`src/cm_pkg.sv`:
```
`default_nettype none
package cm_pkg;

   localparam logic [7:0] CM_SFR_ADDR = 8'h97;
   localparam logic [7:0] CM_SFR_PAGE = 8'h0f;
   localparam logic [7:0] CM_REG_RESET = 8'h00;

   localparam int CM_EN_BIT = 7;
   localparam int CM_INIT_BIT = 6;
   localparam int CM_RDY_BIT = 5;
   localparam int CM_SCALE_LSB = 2;
   localparam int CM_SCALE_MSB = 4;
   localparam int CM_SEL_LSB = 0;
   localparam int CM_SEL_MSB = 1;
   localparam int CM_SEL_EXT_BIT = 0;
   localparam int CM_SEL_X4_BIT = 1;

   localparam logic [1:0] CM_SEL_INT_X2 = 2'h0;
   localparam logic [1:0] CM_SEL_EXT_X2 = 2'h1;
   localparam logic [1:0] CM_SEL_INT_X4 = 2'h2;
   localparam logic [1:0] CM_SEL_EXT_X4 = 2'h3;

   localparam logic [2:0] CM_BURST_X2 = 3'h2;
   localparam logic [2:0] CM_BURST_X4 = 3'h4;
   localparam logic [3:0] CM_SCALE_STEP = 4'h2;
   localparam logic [3:0] CM_DEN_BYPASS = 4'h0;

   localparam int CM_LOCK_EDGES = 16;

   typedef struct packed {
      logic en;
      logic init;
      logic [2:0] scale;
      logic [1:0] sel;
   } cm_cfg_t;

   typedef enum logic [1:0] {CM_IDLE, CM_LOCKING, CM_LOCKED} cm_lock_state_t;

   typedef struct packed {
      cm_cfg_t cfg;
      logic ready;
      cm_lock_state_t lst;
      logic [7:0] edge_cnt;
      logic [1:0] int_sync;
      logic [1:0] ext_sync;
      logic ref_prev;
      logic [2:0] burst_left;
      logic tick;
      logic [7:0] rdata;
   } cm_ctrl_state_t;

   typedef struct packed {
      logic [3:0] acc;
      logic tick;
      logic uneven;
   } cm_scale_state_t;

   // denominator of the 2/n factor; bypass means factor 1
   function automatic logic [3:0] cm_scale_den(input logic [2:0] code);
      logic [3:0] den;
      den = CM_DEN_BYPASS;
      case (code)
         3'h1: den = 4'h3;
         3'h2: den = 4'h4;
         3'h3: den = 4'h5;
         3'h4: den = 4'h6;
         3'h5: den = 4'h7;
         default: den = CM_DEN_BYPASS;
      endcase
      return den;
   endfunction

endpackage
`default_nettype wire

```
`src/cm_scaler.sv`:
```
`timescale 1ns/1ns
`default_nettype none
module cm_scaler (
   input wire logic clk_sys_in,
   input wire logic rstn_in,
   input wire logic tick_in,
   input wire logic x4_in,
   input wire logic [2:0] scale_in,
   output logic tick_out,
   output logic uneven_duty_out
);
   import cm_pkg::*;

   cm_scale_state_t s;
   cm_scale_state_t next_s;
   logic [3:0] den;
   logic [3:0] sum;

   always_comb begin
      next_s = s;
      // x2 bases ignore the scale field
      den = x4_in ? cm_scale_den(scale_in) : CM_DEN_BYPASS;
      sum = s.acc + CM_SCALE_STEP;
      // odd denominators cannot give half high, half low
      next_s.uneven = den[0];
      next_s.tick = 1'b0;
      if (tick_in) begin
         if (den == CM_DEN_BYPASS) begin
            next_s.tick = 1'b1;
         end else if (sum >= den) begin
            // two in, one out per n: factor 2/n
            next_s.tick = 1'b1;
            next_s.acc = sum - den;
         end else begin
            next_s.acc = sum;
         end
      end
   end

   always_ff @(posedge clk_sys_in) begin
      if (!rstn_in) begin
         s <= '0;
      end else begin
         s <= next_s;
      end
   end

   assign tick_out = s.tick;
   assign uneven_duty_out = s.uneven;

   chk_x2_unscaled: assert property (@(posedge clk_sys_in) disable iff (!rstn_in)
      (!x4_in && tick_in) |=> s.tick)
      else $error("x2 base tick was scaled");

   chk_two_thirds: assert property (@(posedge clk_sys_in) disable iff (!rstn_in)
      (x4_in && scale_in == 3'h1 && tick_in && s.acc == 4'h2) |=> (s.tick && s.acc == 4'h1))
      else $error("2/3 scaling step wrong");

   chk_uneven_duty: assert property (@(posedge clk_sys_in) disable iff (!rstn_in)
      (x4_in && (scale_in == 3'h1 || scale_in == 3'h3 || scale_in == 3'h5))
      ##1 (x4_in && $stable(scale_in))
      |-> s.uneven)
      else $error("odd divide not flagged uneven");

endmodule
`default_nettype wire

```
`src/cm_ctrl.sv`:
```
`timescale 1ns/1ns
`default_nettype none
// Operation
// - init starts lock only if written one while enable already set
// - ready reads one only after the loop has locked
// - select 00 int x2, 01 ext x2, 10 int x4, 11 ext x4
// - with an x2 base the scale field is ignored
// - some scale settings give a duty cycle other than half
// - scale gives 1, 2/3, 2/4, 2/5, 2/6 or 2/7 of the x4 base
// - slow input yields bursts of fast pulses per input rising edge
module cm_ctrl #(
   parameter int LOCK_EDGES = cm_pkg::CM_LOCK_EDGES
) (
   input wire logic clk_sys_in,
   input wire logic rstn_in,
   input wire logic [7:0] sfr_addr_in,
   input wire logic [7:0] sfr_page_in,
   input wire logic sfr_wr_in,
   input wire logic [7:0] sfr_wdata_in,
   input wire logic sfr_rd_in,
   output logic [7:0] sfr_rdata_out,
   input wire logic int_osc_in,
   input wire logic ext_osc_in,
   output logic mult_enable_out,
   output logic mult_ready_out,
   output logic mult_tick_out,
   output logic uneven_duty_out
);
   import cm_pkg::*;

   if (LOCK_EDGES < 1 || LOCK_EDGES > 255) begin : g_bad_lock_edges
      $error("LOCK_EDGES must lie in 1..255");
   end

   localparam logic [7:0] LAST_EDGE = 8'(LOCK_EDGES - 1);

   cm_ctrl_state_t s;
   cm_ctrl_state_t next_s;
   logic sel_hit;
   logic wr_hit;
   logic init_req;
   logic ref_lvl;
   logic ref_rise;

   always_comb begin
      next_s = s;
      // oscillators are foreign to clk_sys; two flops before any use
      next_s.int_sync = {s.int_sync[0], int_osc_in};
      next_s.ext_sync = {s.ext_sync[0], ext_osc_in};

      // source choice by the low select bit
      ref_lvl = s.cfg.sel[CM_SEL_EXT_BIT] ? s.ext_sync[1] : s.int_sync[1];
      ref_rise = ref_lvl && !s.ref_prev;
      next_s.ref_prev = ref_lvl;

      sel_hit = (sfr_addr_in == CM_SFR_ADDR) && (sfr_page_in == CM_SFR_PAGE);
      wr_hit = sfr_wr_in && sel_hit;
      // enable must already be stored, not arriving in the same write
      init_req = wr_hit && sfr_wdata_in[CM_INIT_BIT] && s.cfg.en;

      if (wr_hit) begin
         next_s.cfg.en = sfr_wdata_in[CM_EN_BIT];
         next_s.cfg.init = sfr_wdata_in[CM_INIT_BIT];
         next_s.cfg.scale = sfr_wdata_in[CM_SCALE_MSB:CM_SCALE_LSB];
         next_s.cfg.sel = sfr_wdata_in[CM_SEL_MSB:CM_SEL_LSB];
      end

      case (s.lst)
         CM_IDLE: begin
            if (init_req) begin
               next_s.lst = CM_LOCKING;
               next_s.edge_cnt = '0;
            end
         end
         CM_LOCKING: begin
            if (init_req) begin
               next_s.edge_cnt = '0;
            end else if (ref_rise) begin
               if (s.edge_cnt == LAST_EDGE) begin
                  next_s.lst = CM_LOCKED;
                  next_s.ready = 1'b1;
               end else begin
                  next_s.edge_cnt = s.edge_cnt + 8'h01;
               end
            end
         end
         CM_LOCKED: begin
            if (init_req) begin
               // re-init drops lock until acquired again
               next_s.lst = CM_LOCKING;
               next_s.ready = 1'b0;
               next_s.edge_cnt = '0;
            end
         end
         default: begin
            next_s.lst = CM_IDLE;
            next_s.ready = 1'b0;
         end
      endcase

      // disable or zero write beats a lock completing in the same cycle
      if (!next_s.cfg.en) begin
         next_s.lst = CM_IDLE;
         next_s.ready = 1'b0;
         next_s.edge_cnt = '0;
      end

      // each reference edge while enable is stored gives a burst of 2 or 4 fast ticks
      next_s.tick = (s.burst_left != 3'h0);
      if (s.burst_left != 3'h0) begin
         next_s.burst_left = s.burst_left - 3'h1;
      end
      if (ref_rise && s.cfg.en) begin
         // x2 or x4 by the high select bit
         next_s.burst_left = s.cfg.sel[CM_SEL_X4_BIT] ? CM_BURST_X4 : CM_BURST_X2;
      end

      // ready is read-only; written bit 5 never reaches it, only disable or init clear it
      next_s.rdata = 8'h00;
      if (sfr_rd_in && sel_hit) begin
         next_s.rdata = {s.cfg.en, s.cfg.init, s.ready, s.cfg.scale, s.cfg.sel};
      end
   end

   always_ff @(posedge clk_sys_in) begin
      if (!rstn_in) begin
         s <= '0;
      end else begin
         s <= next_s;
      end
   end

   cm_scaler u_scaler (
      .clk_sys_in(clk_sys_in),
      .rstn_in(rstn_in),
      .tick_in(s.tick),
      .x4_in(s.cfg.sel[CM_SEL_X4_BIT]),
      .scale_in(s.cfg.scale),
      .tick_out(mult_tick_out),
      .uneven_duty_out(uneven_duty_out)
   );

   assign sfr_rdata_out = s.rdata;
   assign mult_enable_out = s.cfg.en;
   assign mult_ready_out = s.ready;

   chk_init_needs_en: assert property (@(posedge clk_sys_in) disable iff (!rstn_in)
      $rose(s.lst == CM_LOCKING) |-> $past(s.cfg.en))
      else $error("lock began without prior enable");

   chk_ready_locked: assert property (@(posedge clk_sys_in) disable iff (!rstn_in)
      s.ready == (s.lst == CM_LOCKED))
      else $error("ready disagrees with lock state");

   chk_ready_edges: assert property (@(posedge clk_sys_in) disable iff (!rstn_in)
      $rose(s.ready) |-> ($past(s.lst) == CM_LOCKING && $past(s.edge_cnt) == LAST_EDGE))
      else $error("ready rose before lock edges counted");

   chk_x2_burst: assert property (@(posedge clk_sys_in) disable iff (!rstn_in)
      (ref_rise && s.cfg.en && !s.cfg.sel[CM_SEL_X4_BIT]) |=> s.burst_left == CM_BURST_X2)
      else $error("x2 burst length wrong");

   chk_x4_burst: assert property (@(posedge clk_sys_in) disable iff (!rstn_in)
      (s.burst_left == CM_BURST_X4) |=> s.tick [*4])
      else $error("x4 burst not four ticks");

   chk_zero_clears: assert property (@(posedge clk_sys_in) disable iff (!rstn_in)
      (wr_hit && sfr_wdata_in == CM_REG_RESET) |=> (!s.ready && s.lst == CM_IDLE)
         ##1 !s.ready)
      else $error("zero write left ready set");

   chk_read_image: assert property (@(posedge clk_sys_in) disable iff (!rstn_in)
      (sfr_rd_in && sel_hit && s.ready) |=> s.rdata[CM_RDY_BIT])
      else $error("ready bit not read back");

   // ready may only be set while enable is stored
   chk_ready_needs_en: assert property (@(posedge clk_sys_in) disable iff (!rstn_in)
      s.ready |-> s.cfg.en)
      else $error("ready set while disabled");

   chk_disable_clears: assert property (@(posedge clk_sys_in) disable iff (!rstn_in)
      (wr_hit && !sfr_wdata_in[CM_EN_BIT]) |=> (!s.ready && s.lst == CM_IDLE))
      else $error("disable write left lock state");

   chk_idle_stays: assert property (@(posedge clk_sys_in) disable iff (!rstn_in)
      (s.lst == CM_IDLE && !init_req) |=> (s.lst == CM_IDLE))
      else $error("lock began without init request");

   chk_init_restart: assert property (@(posedge clk_sys_in) disable iff (!rstn_in)
      (init_req && sfr_wdata_in[CM_EN_BIT]) |=> (s.lst == CM_LOCKING && s.edge_cnt == 8'h00 && !s.ready))
      else $error("init did not restart locking");

   chk_rdata_idle: assert property (@(posedge clk_sys_in) disable iff (!rstn_in)
      !(sfr_rd_in && sel_hit) |=> (s.rdata == 8'h00))
      else $error("read data without a read");

   chk_idle_write_no_ready: assert property (@(posedge clk_sys_in) disable iff (!rstn_in)
      (wr_hit && s.lst == CM_IDLE) |=> !s.ready)
      else $error("write set the ready flag");

   chk_lock_holds: assert property (@(posedge clk_sys_in) disable iff (!rstn_in)
      (s.lst == CM_LOCKED && !wr_hit) |=> s.ready)
      else $error("ready dropped without a write");

   chk_edge_bound: assert property (@(posedge clk_sys_in) disable iff (!rstn_in)
      s.edge_cnt <= LAST_EDGE)
      else $error("lock edge count out of range");

   chk_burst_bound: assert property (@(posedge clk_sys_in) disable iff (!rstn_in)
      s.burst_left <= CM_BURST_X4)
      else $error("burst length out of range");

   chk_x2_ticks: assert property (@(posedge clk_sys_in) disable iff (!rstn_in)
      (s.burst_left == CM_BURST_X2) |=> s.tick [*2])
      else $error("x2 burst not two ticks");

endmodule
`default_nettype wire

```
`config.mk`:
```
export PLATFORM = sky130hd
export DESIGN_NAME = cm_ctrl
export DESIGN_NICKNAME = d
export VERILOG_FILES = /design/src/cm_pkg.sv /design/src/cm_scaler.sv /design/src/cm_ctrl.sv
export SDC_FILE = /design/constraint.sdc
export NUM_CORES = 1
export LEC_CHECK = 0
export BUFFER_PORTS_ARGS = -buffer_cell sky130_fd_sc_hd__buf_4
export CAP_MARGIN = 20
export CORE_UTILIZATION = 42
export CTS_BUF_LIST = sky130_fd_sc_hd__clkbuf_16
export CTS_CLUSTER_SIZE = 8
export DETAILED_ROUTE_END_ITERATION = 7
export PLACE_DENSITY = 0.73
export SLEW_MARGIN = 10
export SYNTH_ARGS = -nofsm -noshare
export SYNTH_HDL_FRONTEND = slang
export SYNTH_SLANG_ARGS = --single-unit
```
`constraint.sdc`:
```
create_clock -name clk_sys_in -period 3.5 [get_ports clk_sys_in]
set_input_delay 0.525 -clock clk_sys_in [delete_from_list [all_inputs] [get_ports clk_sys_in]]
set_output_delay 0.525 -clock clk_sys_in [all_outputs]
set_load 0.01 [all_outputs]
```
Yosys cells after proc, flatten, opt, wreduce, memory -nomap -nowiden

Cells that the tools add are included.

$add $sub $neg: 4
Mux-type cells: 20
Magnitude comparators: 1
Eq/ne operators: 17
Reduce and logical (&&, ||, !) cells: 20
Bitwise operators: 2

Operators by type and width:

| operator                                       | number |
|---|---|
| one-hot mux 8 bit (3 select lines)             | 1 |
| 2-to-1 mux 11 bit                              | 2 |
| 2-to-1 mux 3 bit                               | 6 |
| == test 8 x 4 -> 1 bit (second input constant) | 2 |
| 2-to-1 mux 8 bit                               | 2 |
| one-hot mux 3 bit (5 select lines)             | 1 |
| AND reduction 5 bit                            | 3 |
| 2-to-1 mux 10 bit                              | 1 |
| != test 2 bit (second input constant)          | 5 |
| adder 8 x 1 -> 8 bit (second input constant)   | 1 |
| == test 8 bit (second input constant)          | 1 |
| AND reduction 2 bit                            | 4 |
| logical AND 1 bit                              | 7 |
| 2-to-1 mux 7 bit                               | 1 |
| == test 3 x 2 -> 1 bit (second input constant) | 2 |
| == test 3 bit (second input constant)          | 2 |
| != test 3 bit (second input constant)          | 2 |
| one-hot mux 2 bit (3 select lines)             | 1 |
| nonzero test 3 bit                             | 2 |
| adder 4 x 2 -> 4 bit (second input constant)   | 1 |
| >= comparator 4 bit                            | 1 |
| logical NOT 4 bit                              | 1 |
| 2-to-1 mux 4 bit                               | 1 |
| subtractor 4 bit                               | 1 |
| 10 further kinds                               | 13 |

Output and inout bits: 12
Logic and storage cells: 80
Register bits after elaboration: 41

Longest topological paths before layout

Depth after elaboration: 7
Mapped depth: 10
Gate-level depth less buffers: 10

By module

From an unflattened synthesis, not the netlist that was laid out.

Cells, all modules: 229
Area total of the unflattened synthesis: 2,058.2 um2

By module, submodules not included:

| module    | seq. area each (um2) | cells an instance | instances | area each (um2) |
|---|---|---|---|---|
| cm_ctrl   | 700.7                | 179               | 1         | 1,614.0 |
| cm_scaler | 120.1                | 50                | 1         | 444.2 |

Least setup slack after synthesis

No wires, ideal clock.

Kind: register to register
Start point: reg s[31] (netlist name)
End point: reg u_scaler.s[5] (netlist name)
Slack: 1.096 ns
Setup time: 0.074 ns
Required time: 3.426 ns
Path buffers: 0
Cell stages (with the launch flop): 10
Arrival time: 2.330 ns
Path through: dfxtp_1 -> nand2_1 -> nand3_1 -> inv_1 -> ha_1 -> fa_1 -> a21bo_2 -> a211oi_1 -> or4b_2 -> a31oi_1

Longest elaborated chain between the ends: 6
Elaborated cells between the ends (all ways): 13
Those cells by class: add/sub (1); order compare (1); eq/ne (5); mux (3); bitwise (1); reduce/logical (2)

Ends and longest elaborated chain:

| item                                                     | RTL line        | RTL |
|---|---|---|
| start: declaration                                       | cm_ctrl.sv:37   | `cm_ctrl_state_t s;` |
| start signal: assignment                                 | cm_ctrl.sv:129  | `s <= next_s;` |
| == test 3 bit (tied with other cells)                    | cm_pkg.sv:62    | `case (code)` |
| one-hot mux 3 bit (5 select lines) *                     | cm_pkg.sv:62    |  |
| 2-to-1 mux 3 bit *                                       | cm_scaler.sv:22 | `den = x4_in ? cm_scale_den(scale_in) : CM_DEN_BYPASS;` |
| via u_scaler.den[0]                                      | cm_scaler.sv:16 | `logic [3:0] den;` |
| branches (longest 3 deep; another with subtractor 4 bit) | n/a             |  |
| end signal: assignment                                   | cm_scaler.sv:44 | `s <= next_s;` |
| end: declaration                                         | cm_scaler.sv:14 | `cm_scale_state_t s;` |

Mark *: on every way through the listed nets, which the timed path passes.
A chain may end at the register's enable or synchronous reset.

Worst setup path in the final report

Same ends and word-level chain as after synthesis.

==> impl_metrics.csv <==
group,metric,value,unit
outcome,status,"finished clean",
logic_synthesis,synth_seq_cells,41,
cells_and_area,fillers,389,
placement,io_buffers,40,
flow_run,maxCapViolCount,0,
detailed_routing,via_count,1515,
detailed_routing,vias_per_cell,5.15,
sta,maxSlewViolCount,0,
cells_and_area,regArea,821,sq um
die,initial_core_util,43.5,%
logic_synthesis,synthArstFlopShare,0,%
global_routing,grt_use_total,16.3,%
power,vdd_drop_max,0.000261,V
placement,dp_hpwl,2590,um
sta,slew_headroom,33.4,%
sta,timing.fmax,0.381,GHz
worst_hold_path,hold_class,"flip-flop to flip-flop",
logic_synthesis,synth.area.top_cells,"dfxtp_1 (43%), and2_1 (4.6%), ha_1 (4.6%)",
worst_setup_path,r2r-start,"s[31]",
logic_synthesis,synth.most_common_cell,"dfxtp_1",
sta,worst_pin_slew,999,ps
die,die_h,69.2,um
logic_synthesis,ys_seq_area_share,43.3,%
logic_synthesis,synth-edff-count,0,
worst_setup_path,crit_fanout,7,
logic_synthesis,ys_types,45,
detailed_routing,antenna_left,0,
die,rows,24,
die,die_x,69.2,um
logic_synthesis,ys_warn_count,0,
worst_setup_path,cp_slowest_cell,"or4b_2",
sta,setup_violations,0,
clocking,path_clk_slew,60,ps
power,p_total,1.08,mW
logic_synthesis,synthTopCellsByCount,"dfxtp_1 (41), nor2_1 (15), and2_1 (14)",
sta,finalHoldViolations,0,
cells_and_area,antenna_cells,0,
clocking,clk-insertion-delay-late,270,ps
sta,setup_tns,0,ps
clocking,postCtsSetupBuffers,0,
detailed_routing,wl,3450,um
logic_synthesis,netlist_area,1890,sq um
worst_setup_path,endpoint_kind,"flip-flop",
global_routing,antenna_found_initial,0,
worst_setup_path,slowest_delay,700,ps
cells_and_area,multi_input_area,952,sq um
sta,period_minus_slack,2630,ps
worst_setup_path,cp-startpoint,"s[31]",
global_routing,grt_overflow_total,0,
worst_setup_path,crit_type,"flip-flop to flip-flop",
sta,post-route-period-util,75.0,%
worst_hold_path,min_from,"next_s[14]",
logic_synthesis,yosysTopAreaCell,"dfxtp_1",
die,dieArea,4780,sq um
worst_setup_path,cp-start-kind,"flip-flop",
detailed_routing,wire_per_inst,11.7,um
global_routing,grt_pass1_wl,6370,um
logic_synthesis,yosys.area.top_type_share,43.3,%
sta,rsz0062_at_grt,"false",
power,p_leak,1.02,nW
cells_and_area,drive_gt1_share,20.7,%
detailed_routing,drt-initial-drc-count,78,
logic_synthesis,synth_ff_type,"dfxtp_1",
global_routing,grt_pass1_vias,1486,
cells_and_area,syn2layout_area_growth,22.9,%
cells_and_area,nNetsFinal,279,
power,p_per_area,462,nW/um^2
worst_setup_path,cp_cell_sequence,"nand2_1 > nand3_1 > inv_1 > ha_1 > fa_1 > a21bo_2 > a211oi_1 > or4b_2 > a31oi_1",
logic_synthesis,synth_fp_nets,243,
clocking,cts_sinks,41,
placement,gp_congestion,0.770,
clocking,ctsResizeCount,0,
die,core,4350,sq um
clocking,ctsHoldBuffers,0,
die,pin_count,42,
detailed_routing,drc,0,
clocking,numCtsBuffers,5,
worst_setup_path,worstPathArrival,2820,ps
logic_synthesis,synth_cells,205,
logic_synthesis,syn_avg_cell_area,9.24,sq um
clocking,cts.htree.levels,2,
detailed_routing,firstDrtPassIters,4,
global_routing,grt_max_degree,15,
worst_setup_path,cp_data_required_time,3700,ps
sta,fin_skew,4.07,ps
clocking,cts_tree,"yes",
clocking,clockRootBuffer,"clkbuf_16",
clocking,clk_path_buf_depth,2,
metrics by stage:
| stage | std cells | hold WS, ps | setup slack, ps | util [%] | instance area, sq um |
|---|---|---|---|---|---|
| 3_5_place_dp | 286 | 420 | 692 | 50.2 | 2190 |
| 6_report | 294 | 433 | 874 | 53.5 | 2330 |
| 3_3_place_gp | 286 | 424 | 717 | 50.2 | 2190 |
| 5_1_grt | 294 | 450 | 644 | 53.5 | 2330 |
| 4_1_cts | 294 | 434 | 874 | 53.5 | 2330 |
| 2_1_floorplan | 205 | 408 | 1100 | - | 1890 |
kinds of logic (layout without fill, tap and decap cells):
| kind of cell | count (synthesis) | after routing | share of synthesized area, % |
|---|---|---|---|
| XOR/XNOR | 5 | 5 | 2.31 |
| AO/OA/AOI/OAI | 39 | 39 | 13.3 |
| multiplexers | 8 | 8 | 4.23 |
| adder cells (fa/ha/maj) | 8 | 8 | 5.68 |
| AND/OR/NAND/NOR | 80 | 80 | 24.8 |
| buffers and inverters | 24 | 61 | 6.41 |
| flip-flops | 41 | 41 | 43.3 |
layout make-up:
| cell class | count | area share [%] |
|---|---|---|
| multi-input cells | 140 | 40.9 |
| flip-flops and latches | 41 | 35.2 |
| repair buffers | 40 | 12.9 |
| clock buffers | 5 | 5.37 |
| well taps | 52 | 2.79 |
| inverters | 13 | 2.10 |
| clock inverters | 3 | 0.699 |
flip-flops by register name (all words and copies together) (netlist names):
name	count
s	23
mult_ready_out	1
sfr_rdata_out	8
mult_enable_out	1
next_s	2
u_scaler.s	4
u_scaler.uneven_duty_out	1
u_scaler.tick_out	1
metal layers:
| metal | up-vias | share of wire, % | global-route usage (%) |
|---|---|---|---|
| li1 | 786 | - | - |
| met1 | 694 | 47 | 20.6 |
| met2 | 31 | 47 | 26.3 |
| met3 | 4 | 4.8 | 4.24 |
| met4 | 0 | 1.4 | 6.80 |
| met5 | - | 0 | 0 |
critical path, delay by kind of cell, from the launching register on:
kind	cells	cell delay (ps)
and+or+nand+nor	3	920
adders and majority gates	2	620
AOI/OAI and AO/OA	3	540
DFF	1	420
buffers and inverters	1	60
cell usage in the layout, fill, tap and decap left out, types with 2 or more instances in the layout:
| master | Yosys | final |
|---|---|---|
| and2_1 | 14 | 14 |
| and3_1 | 6 | 6 |
| and4_1 | 2 | 2 |
| clkinv_1 | 0 | 2 |
| or4_1 | 2 | 2 |
| a31oi_1 | 2 | 2 |
| nand4b_1 | 2 | 2 |
| nand2b_1 | 3 | 3 |
| nand3_1 | 6 | 6 |
| a211oi_1 | 3 | 3 |
| inv_1 | 13 | 13 |
| o211ai_1 | 3 | 3 |
| a21boi_0 | 3 | 3 |
| nand2_1 | 13 | 13 |
| mux2i_1 | 8 | 8 |
| nand4_1 | 2 | 2 |
| dfxtp_1 | 41 | 41 |
| nor2_1 | 15 | 15 |
| ha_1 | 7 | 7 |
| buf_4 | 8 | 40 |
| nand3b_1 | 2 | 2 |
| nor3b_1 | 2 | 2 |
| a21oi_1 | 12 | 12 |
| xor2_1 | 4 | 4 |
| o21ai_0 | 6 | 6 |
| o31ai_1 | 2 | 2 |
| clkbuf_16 | 0 | 5 |
| or3_1 | 4 | 4 |
power breakdown:
group | switching [mW] | internal (mW)
Clock | 0.171 | 0.261
Sequential | 0.0118 | 0.493
Combinational | 0.0654 | 0.0742
path summary, 6_finish.rpt:
| path | slack (ps) | cells past startpoint | endpoint |
|---|---|---|---|
| worst max-delay path | 870 | 9 | u_scaler.s[5] |
| worst min-delay path | 430 | 1 | s[14] |
| worst max register to register | 870 | 9 | u_scaler.s[5] |
| worst min register to register | 430 | 1 | s[14] |
Power figures use the tool's default switching activity.
